<file path="src/timer_channel_pkg.sv">
package timer_channel_pkg;

  // ==========================================================
  // Register map (word index on the register port)
  localparam logic [1:0] ADDR_STATUS_CONTROL = 2'h0;
  localparam logic [1:0] ADDR_VALUE_HIGH     = 2'h1;
  localparam logic [1:0] ADDR_VALUE_LOW      = 2'h2;

  // ==========================================================
  // Status and control field positions
  localparam int BIT_EVENT_FLAG  = 7;
  localparam int BIT_IRQ_ENABLE  = 6;
  localparam int BIT_MODE_UPPER  = 5;
  localparam int BIT_MODE_LOWER  = 4;
  localparam int BIT_ELS_HIGH    = 3;
  localparam int BIT_ELS_LOW     = 2;

  // ==========================================================
  // Reset values
  localparam logic [7:0]  STATUS_CONTROL_RESET = 8'h00;
  localparam logic [15:0] CHANNEL_VALUE_RESET  = 16'h0000;
  localparam logic [7:0]  READ_ZERO            = 8'h00;

  // ==========================================================
  // Edge/level select codes
  localparam logic [1:0] ELS_OFF     = 2'h0;
  localparam logic [1:0] ELS_RISING  = 2'h1;
  localparam logic [1:0] ELS_FALLING = 2'h2;
  localparam logic [1:0] ELS_BOTH    = 2'h3;
  localparam logic [1:0] ELS_TOGGLE  = 2'h1;
  localparam logic [1:0] ELS_CLEAR   = 2'h2;
  localparam logic [1:0] ELS_SET     = 2'h3;

  typedef enum logic [2:0] {
    MODE_PIN_RELEASED,
    MODE_INPUT_CAPTURE,
    MODE_OUTPUT_COMPARE,
    MODE_EDGE_PWM,
    MODE_CENTER_PWM
  } channel_mode_e;

  typedef struct packed {
    logic       event_flag;
    logic       irq_enable;
    logic       mode_select_upper;
    logic       mode_select_lower;
    logic [1:0] edge_level_select;
  } control_s;

  // Software register port
  typedef struct packed {
    logic [1:0] addr;
    logic [7:0] wdata;
    logic       wr;
    logic       rd;
  } reg_req_s;

  // Shared counter view from the timer core
  typedef struct packed {
    logic [15:0] value;
    logic        step;
    logic        wrap;
    logic        down;
    logic        center_pwm_select;
  } counter_s;

endpackage : timer_channel_pkg

</file>
<file path="src/timer_channel_mode_control.sv">
// Function
// - Input capture: active pin edge sets the channel event flag, bit 7.
// - Output compare or edge PWM: counter equal to channel value sets flag.
// - Center PWM: every counter match, up or down, sets the flag.
// - Interrupt request is high while flag and enable are both set.
// - Flag clears only after a read with flag set, then write of 0.
// - A new event between arming read and clearing write cancels the clear.
// - Writing 1 to the flag does nothing; reset clears the flag.
// - Interrupt enable at bit 6 is read/write and cleared by reset.
// - Center off and upper mode bit set selects edge-aligned PWM.
// - Center off, upper bit 0: pattern 00 capture, 01 compare.
// - Edge/level code 0:0 releases the pin in every mode.
// - Capture edges: 01 rising, 10 falling, 11 either.
// - Compare action: 00 none, 01 toggle, 10 low, 11 high.
// - Edge PWM: code 10 high-true pulses, X1 low-true pulses.
// - Center select ignores mode bits; polarity acts on up-counting match.
// - Unstable pin when entering capture may raise a spurious flag.
// - Center select makes the counter count up/down and forces center PWM.
// - An active capture edge copies the counter into the channel value.
// - Any control register write resets the value byte-coherency latch.
//
// Design decisions made here: the placing of the registers and the address-and-strobe port.
`timescale 1ns/1ps

module timer_channel_mode_control
  import timer_channel_pkg::*;
(
  input  wire logic        clk,
  input  wire logic        rst_b,
  input  wire reg_req_s    reg_req,
  output logic [7:0]       reg_rdata,
  input  wire counter_s    counter,
  input  wire logic        pin_in,
  output logic             pin_out,
  output logic             pin_oe,
  output logic             irq,
  output logic             counter_updown
);

  // ==========================================================
  // State
  typedef struct packed {
    control_s    ctrl;
    logic        clear_armed;
    logic [15:0] chan_value;
    logic [15:0] rd_buf;
    logic        rd_latched;
    logic [7:0]  wr_high;
    logic [7:0]  wr_low;
    logic        wr_high_seen;
    logic        wr_low_seen;
    logic        pin_sync1;
    logic        pin_sync2;
    logic        pin_prev;
    logic        pin_out;
    logic        pin_oe;
    logic        irq;
    logic        updown;
    logic [7:0]  rdata;
  } state_s;

  state_s state_reg;
  state_s state_next;

  channel_mode_e mode;
  logic          rising;
  logic          falling;
  logic          capture_edge;
  logic          match;
  logic          match_up;
  logic          match_down;
  logic          event_hit;
  logic          sc_write;
  logic          sc_read;
  logic [7:0]    sc_view;
  logic          value_rd;
  logic          value_wr_high;
  logic          value_wr_low;
  logic          soft_compare;
  logic          pin_next;
  logic [7:0]    rdata_next;

  // ==========================================================
  // Mode decode
  always_comb
  begin
    if (state_reg.ctrl.edge_level_select == ELS_OFF)
      mode = MODE_PIN_RELEASED;
    else if (counter.center_pwm_select)
      mode = MODE_CENTER_PWM;
    else if (state_reg.ctrl.mode_select_upper)
      mode = MODE_EDGE_PWM;
    else if (state_reg.ctrl.mode_select_lower)
      mode = MODE_OUTPUT_COMPARE;
    else
      mode = MODE_INPUT_CAPTURE;
  end

  // ==========================================================
  // Event detection
  // Edges come from the second and third stages only; the first stage
  // feeds nothing but the second, so metastability cannot leak.
  assign rising  = state_reg.pin_sync2 & ~state_reg.pin_prev;
  assign falling = ~state_reg.pin_sync2 & state_reg.pin_prev;

  always_comb
  begin
    capture_edge = 1'b0;
    if (mode == MODE_INPUT_CAPTURE)
    begin
      case (state_reg.ctrl.edge_level_select)
        ELS_RISING:  capture_edge = rising;
        ELS_FALLING: capture_edge = falling;
        ELS_BOTH:    capture_edge = rising | falling;
        default:     capture_edge = 1'b0;
      endcase
    end
  end

  // Matches are taken only when the counter steps, so a stalled
  // counter sitting on the value does not flag every cycle.
  assign match      = counter.step && (counter.value == state_reg.chan_value);
  assign match_up   = match & ~counter.down;
  assign match_down = match & counter.down;

  // A released pin still works as a software timer on compare
  assign soft_compare = match & ~state_reg.ctrl.mode_select_upper
                        & state_reg.ctrl.mode_select_lower
                        & ~counter.center_pwm_select;

  always_comb
  begin
    case (mode)
      MODE_INPUT_CAPTURE:  event_hit = capture_edge;
      MODE_OUTPUT_COMPARE: event_hit = match;
      MODE_EDGE_PWM:       event_hit = match;
      MODE_CENTER_PWM:     event_hit = match;
      MODE_PIN_RELEASED:   event_hit = soft_compare;
      default:             event_hit = 1'b0;
    endcase
  end

  assign sc_write = reg_req.wr && (reg_req.addr == ADDR_STATUS_CONTROL);
  assign sc_read  = reg_req.rd && (reg_req.addr == ADDR_STATUS_CONTROL);
  assign sc_view  = {state_reg.ctrl.event_flag,
                     state_reg.ctrl.irq_enable,
                     state_reg.ctrl.mode_select_upper,
                     state_reg.ctrl.mode_select_lower,
                     state_reg.ctrl.edge_level_select,
                     2'h0};

  // Value byte accesses; the read latch only works in capture mode
  assign value_rd      = reg_req.rd && (mode == MODE_INPUT_CAPTURE) &&
                         (reg_req.addr == ADDR_VALUE_HIGH ||
                          reg_req.addr == ADDR_VALUE_LOW);
  assign value_wr_high = reg_req.wr && (reg_req.addr == ADDR_VALUE_HIGH);
  assign value_wr_low  = reg_req.wr && (reg_req.addr == ADDR_VALUE_LOW);

  // ==========================================================
  // Pin action
  // Kept apart from the state update so the polarity decode reads
  // as one table per mode.
  always_comb
  begin
    pin_next = state_reg.pin_out;
    case (mode)
      MODE_OUTPUT_COMPARE:
      begin
        if (match)
        begin
          case (state_reg.ctrl.edge_level_select)
            ELS_TOGGLE: pin_next = ~state_reg.pin_out;
            ELS_CLEAR:  pin_next = 1'b0;
            ELS_SET:    pin_next = 1'b1;
            default:    pin_next = state_reg.pin_out;
          endcase
        end
      end
      MODE_EDGE_PWM:
      begin
        // Period start drives the active level, the match ends it;
        // the match is checked last so a zero value gives 0% duty.
        if (counter.wrap)
          pin_next = (state_reg.ctrl.edge_level_select == ELS_CLEAR);
        if (match)
          pin_next = (state_reg.ctrl.edge_level_select != ELS_CLEAR);
      end
      MODE_CENTER_PWM:
      begin
        if (match_up)
          pin_next = (state_reg.ctrl.edge_level_select != ELS_CLEAR);
        if (match_down)
          pin_next = (state_reg.ctrl.edge_level_select == ELS_CLEAR);
      end
      default:
        pin_next = state_reg.pin_out;
    endcase
  end

  // ==========================================================
  // Read data
  // Value bytes come from the coherency buffer while it is latched,
  // so a 16-bit read in two halves never mixes two captures.
  always_comb
  begin
    rdata_next = READ_ZERO;
    if (reg_req.rd)
    begin
      case (reg_req.addr)
        ADDR_STATUS_CONTROL:
          rdata_next = sc_view;
        ADDR_VALUE_HIGH:
        begin
          if (state_reg.rd_latched)
            rdata_next = state_reg.rd_buf[15:8];
          else
            rdata_next = state_reg.chan_value[15:8];
        end
        ADDR_VALUE_LOW:
        begin
          if (state_reg.rd_latched)
            rdata_next = state_reg.rd_buf[7:0];
          else
            rdata_next = state_reg.chan_value[7:0];
        end
        default:
          rdata_next = READ_ZERO;
      endcase
    end
  end

  // ==========================================================
  // Next state
  always_comb
  begin
    state_next = state_reg;

    // Pin synchroniser
    state_next.pin_sync1 = pin_in;
    state_next.pin_sync2 = state_reg.pin_sync1;
    state_next.pin_prev  = state_reg.pin_sync2;

    // ------------------------------------------------------
    // Control register writes
    if (sc_write)
    begin
      state_next.ctrl.irq_enable        = reg_req.wdata[BIT_IRQ_ENABLE];
      state_next.ctrl.mode_select_upper = reg_req.wdata[BIT_MODE_UPPER];
      state_next.ctrl.mode_select_lower = reg_req.wdata[BIT_MODE_LOWER];
      state_next.ctrl.edge_level_select = reg_req.wdata[BIT_ELS_HIGH:BIT_ELS_LOW];
      state_next.rd_latched   = 1'b0;
      state_next.wr_high_seen = 1'b0;
      state_next.wr_low_seen  = 1'b0;
      state_next.clear_armed  = 1'b0;
      // A written 1 is simply not a clear request
      if (state_reg.clear_armed && !reg_req.wdata[BIT_EVENT_FLAG])
        state_next.ctrl.event_flag = 1'b0;
    end

    // Arming read; value byte accesses leave the arm alone, only a
    // control write or a new event drops it
    if (sc_read && state_reg.ctrl.event_flag)
      state_next.clear_armed = 1'b1;

    // ------------------------------------------------------
    // Channel value: coherent reads in capture mode
    if (value_rd)
    begin
      if (!state_reg.rd_latched)
      begin
        state_next.rd_buf     = state_reg.chan_value;
        state_next.rd_latched = 1'b1;
      end
      else
        state_next.rd_latched = 1'b0;
    end

    // Channel value: coherent writes outside capture mode
    if (value_wr_high)
    begin
      state_next.wr_high      = reg_req.wdata;
      state_next.wr_high_seen = 1'b1;
    end
    if (value_wr_low)
    begin
      state_next.wr_low      = reg_req.wdata;
      state_next.wr_low_seen = 1'b1;
    end
    if (state_next.wr_high_seen && state_next.wr_low_seen)
    begin
      if (mode != MODE_INPUT_CAPTURE)
        state_next.chan_value = {state_next.wr_high, state_next.wr_low};
      state_next.wr_high_seen = 1'b0;
      state_next.wr_low_seen  = 1'b0;
    end

    // Capture overrides a coincident software transfer
    if (capture_edge)
      state_next.chan_value = counter.value;

    // ------------------------------------------------------
    // Event flag: a set wins over a clear in the same cycle
    if (event_hit)
    begin
      state_next.ctrl.event_flag = 1'b1;
      state_next.clear_armed     = 1'b0;
    end

    // ------------------------------------------------------
    // Pin drive
    state_next.pin_oe = (mode != MODE_PIN_RELEASED) &&
                        (mode != MODE_INPUT_CAPTURE);
    state_next.pin_out = pin_next;

    // ------------------------------------------------------
    // Outputs
    state_next.irq    = state_next.ctrl.event_flag & state_next.ctrl.irq_enable;
    state_next.updown = counter.center_pwm_select;

    state_next.rdata = rdata_next;
  end

  // ==========================================================
  // Register
  always_ff @(posedge clk)
  begin
    if (!rst_b)
    begin
      state_reg              <= '0;
      state_reg.ctrl         <= control_s'(STATUS_CONTROL_RESET[7:2]);
      state_reg.chan_value   <= CHANNEL_VALUE_RESET;
    end
    else
      state_reg <= state_next;
  end

  assign reg_rdata      = state_reg.rdata;
  assign pin_out        = state_reg.pin_out;
  assign pin_oe         = state_reg.pin_oe;
  assign irq            = state_reg.irq;
  assign counter_updown = state_reg.updown;

endmodule : timer_channel_mode_control

</file>
<file path="config.mk">
export PLATFORM = sky130hd
export DESIGN_NAME = timer_channel_mode_control
export DESIGN_NICKNAME = d
export VERILOG_FILES = /design/src/timer_channel_pkg.sv /design/src/timer_channel_mode_control.sv
export SDC_FILE = /design/constraint.sdc
export NUM_CORES = 1
export LEC_CHECK = 0
export ABC_CLOCK_PERIOD_IN_PS = 2230
export BUFFER_PORTS_ARGS = -buffer_cell sky130_fd_sc_hd__buf_2
export CAP_MARGIN = 20
export CORE_MARGIN = 4
export CORE_UTILIZATION = 60
export CTS_BUF_LIST = sky130_fd_sc_hd__clkbuf_4 sky130_fd_sc_hd__clkbuf_8
export DETAILED_ROUTE_END_ITERATION = 10
export PLACE_DENSITY_LB_ADDON = 0.25
export SYNTH_ARGS = -nofsm -noshare
export SYNTH_HDL_FRONTEND = slang
export SYNTH_SLANG_ARGS = --single-unit
</file>
<file path="constraint.sdc">
create_clock -name clk -period 2.23 [get_ports clk]
set_input_delay 0.223 -clock clk [delete_from_list [all_inputs] [get_ports clk]]
set_output_delay 0.223 -clock clk [all_outputs]
set_load 0.01 [all_outputs]
</file>
==> run metrics <==
status=complete, no violations; final hold violation count=0; clock latency on the worst-skew pair=0.34 ns; DR pass1 iterations=4; worst hold stages=2; clk root buf=clkbuf_8; share of flip-flops with an asynchronous set or reset=0%; Die W=87.1 um; CTS Hold Buffers Added=0; Worst Setup End Kind=flip-flop; Synth Area in Adders=3.33%; Total Power=2.75 mW; number of flip-flops in the largest register=53; filler instances=477; ys flop type=dfxtp_1; first-pass GRT wire length=13900 um; top-level I/O count=47; Worst EP required=2.48 ns; CP Launch Type=flip-flop; Worst Max-Slew Pin Slew=0.639 ns; Min-Delay Endpoint=state_next[13]$_SDFF_PN0_; Slew HR=57.4%; post-CTS sizing=0; Syn Inst Count=391; die height=87.1 um; largest net degree at the start of global routing=46; Reg2Reg Depth=6; switching share of power=23.5%; WL/cell=16.0 um; Worst Slack Setup Final=0.258 ns; FF+latch count, synth=73; Placer Congestion=0.846; area fraction of the dominant cell type after synthesis=38.9%; detailed-route via count=2892; post-synth top area cell=dfxtp_1; vias in the first global route=2859; Simple-Gate Fraction of Synth Area=18.5%; synthesized area per cell=9.61 um2; synth cell count leaders=73 x dfxtp_1, 42 x nand2_1, 33 x nor2b_1; Clock Power Share=40.5%; total CTS buffers=9; fmax=507 MHz; YS warnings=0; fin area=4200 um2; Die ar.=7590 um2; largest family of logic cells by synthesized area=simple AND/OR/NAND/NOR gates; Core Region=5990 um2; Routed met2 length=4140 um; R2R Path Start=state_reg[58]$_SDFFE_PN0P_; Static Leak=1.70 nW; Final Setup Violations=0; dpl hpwl=5910 um; Final Max Tran Viols=0; RSZ-0062 raised after global routing=no; Synth Area in Compound Gates=18.1%; Sum Neg Setup Slack=0 ns; Area growth, synth to finish=11.7%; VDD IR max=404 uV; layout cells sized above 1=28.3%; Post-route DRC=0; EDFF count, synth=0; vias per std cell=5.64; max layer used=met4; Internal=2.10 mW; Tmin final=1.97 ns; # rows=28; PD cells=655 nW/um2; CTS tree=built; dpl cell area=3980 um2; Iteration-0 DRC Markers=185; sequential-to-total area share from yosys stat=38.9%; IO buf count=46; Worst Path Arrival=2.22 ns; initial antenna violation count=0; dpl ws=0.235 ns; clk buf depth=2; Fin Clk Skew=0.00381 ns; htree depth=3; fin crit share=88.4%; Nets=478; total gr overflow=0; Critical Path Fanout Max=4; Netlist cell types=45; flop2flop setup slack=0.26 ns; most frequent cell after synthesis=dfxtp_1; routed length on met1=3490 um; All-Layer GR Usage=23.5%; post-synthesis mux area share=9.62%; met3 WL=384 um; Area contributors post-synth=dfxtp_1 39%, nor2b_1 5.5%, mux2_2 5.1%; ANT nets after route=0; TritonCTS Sinks=73; Setup CP Type=reg2reg; Worst-path clk slew=0.07 ns; max-cap violations=0; Sw Pwr=647 uW; Hold Path Class=in2reg; fin util=70.0%; Initial Util=62.7%; worst reg2reg path endpoint=pin_out$_SDFFE_PN0P_; ant diodes=0; Setup Buffers After CTS=0; Syn Nets=436; routed wire length=8200 um; Synth Area in XOR/XNOR=3.73%; HP Start=pin_in; Synth Cell Area=3760 um2; sequential power share=49.2%; combinational share of power=10.3%
cell usage in the layout, fill, tap and decap left out, types with 2 or more instances in the layout:
master and count:
nand3_1 12, mux2i_1 17, bufinv_16 2, nor4_4 2, clkinv_2 3, and2_1 4
inv_1 8, ha_1 10, a21boi_0 14, xor2_1 4, a21oi_1 22, a21boi_1 10
a211oi_2 14, nor2_1 23, nand2_1 42, mux2_2 17, clkbuf_8 9, nand2b_1 4
nor2b_1 32, buf_2 46, nor2_2 5, a22oi_1 2, dfxtp_1 73, o21ai_0 4
nand4_1 2, buf_12 2, buf_4 16, a211oi_1 2, a222oi_1 7, xnor2_1 12
cell type report:
| cell class | count | area (um2) | share of cell area [%] |
|---|---|---|---|
| multi-input cells | 277 | 2010 | 47.8 |
| flip-flops and latches | 73 | 1460 | 34.8 |
| repair buffers | 64 | 390 | 9.31 |
| clock buffers | 10 | 131 | 3.13 |
| well taps | 75 | 93.8 | 2.24 |
| clock inverters | 6 | 82.6 | 1.97 |
| inverters | 8 | 30.0 | 0.716 |
worst max path at each step:
| stage | from | end | slack [ns] | cells after the start |
|---|---|---|---|---|
| finish | state_reg[58]$_SDFFE_PN0P_ | pin_out$_SDFFE_PN0P_ | 0.26 | 6 |
| floorplan | sc_view[2]$_SDFFE_PN0P_ | state_reg[40]$_SDFFE_PN0P_ | 0.39 | 9 |
| global placement | state_reg[58]$_SDFFE_PN0P_ | pin_out$_SDFFE_PN0P_ | 0.31 | 6 |
| CTS | state_reg[58]$_SDFFE_PN0P_ | pin_out$_SDFFE_PN0P_ | 0.24 | 6 |
| global route | sc_view[2]$_SDFFE_PN0P_ | state_reg[50]$_SDFFE_PN0P_ | 0.13 | 10 |
| detailed placement | reg_req[10] | state_reg[65]$_SDFFE_PN0P_ | 0.23 | 10 |
metrics by stage:
stage | std cells | hold WS [ns]
after floorplan | 391 | 0.345
after global placement | 497 | 0.423
after detailed placement | 497 | 0.430
after CTS | 513 | 0.0914
after global routing | 513 | 0.0987
final | 513 | 0.0966
metal layers:
layer	GRT usage, %	vias up
li1	-	1425
met1	28.9	1385
met2	40.6	64
met3	4.16	18
met4	9.62	0
met5	0	-
power by group through the flow:
| stage | clock [mW] | combinational, mW | sequential, mW |
|---|---|---|---|
| 2_1_floorplan | 0 | 0.193 | 1.38 |
| 4_1_cts | 1.12 | 0.284 | 1.35 |
| 3_3_place_gp | 0 | 0.274 | 1.38 |
| 5_1_grt | 1.19 | 0.312 | 1.36 |
| 6_report | 1.11 | 0.283 | 1.35 |
| 3_5_place_dp | 0 | 0.280 | 1.38 |
cell families after synthesis:
| family | Yosys count |
|---|---|
| adder cells (fa/ha/maj) | 10 |
| multiplexers | 34 |
| XOR/XNOR | 16 |
| AND/OR/NAND/NOR | 134 |
| flip-flops | 73 |
| buffers and inverters | 41 |
| AO/OA/AOI/OAI | 83 |
critical path, stage by stage, from the launching register on:
cell      delay, ns
dfxtp_1        0.36
xor2_1         0.18
nor4_1         0.34
nand3_1        0.19
nor4_4         0.25
mux2_2         0.38
a311oi_1       0.20
No activity file was read; power rests on OpenSTA's default activity.
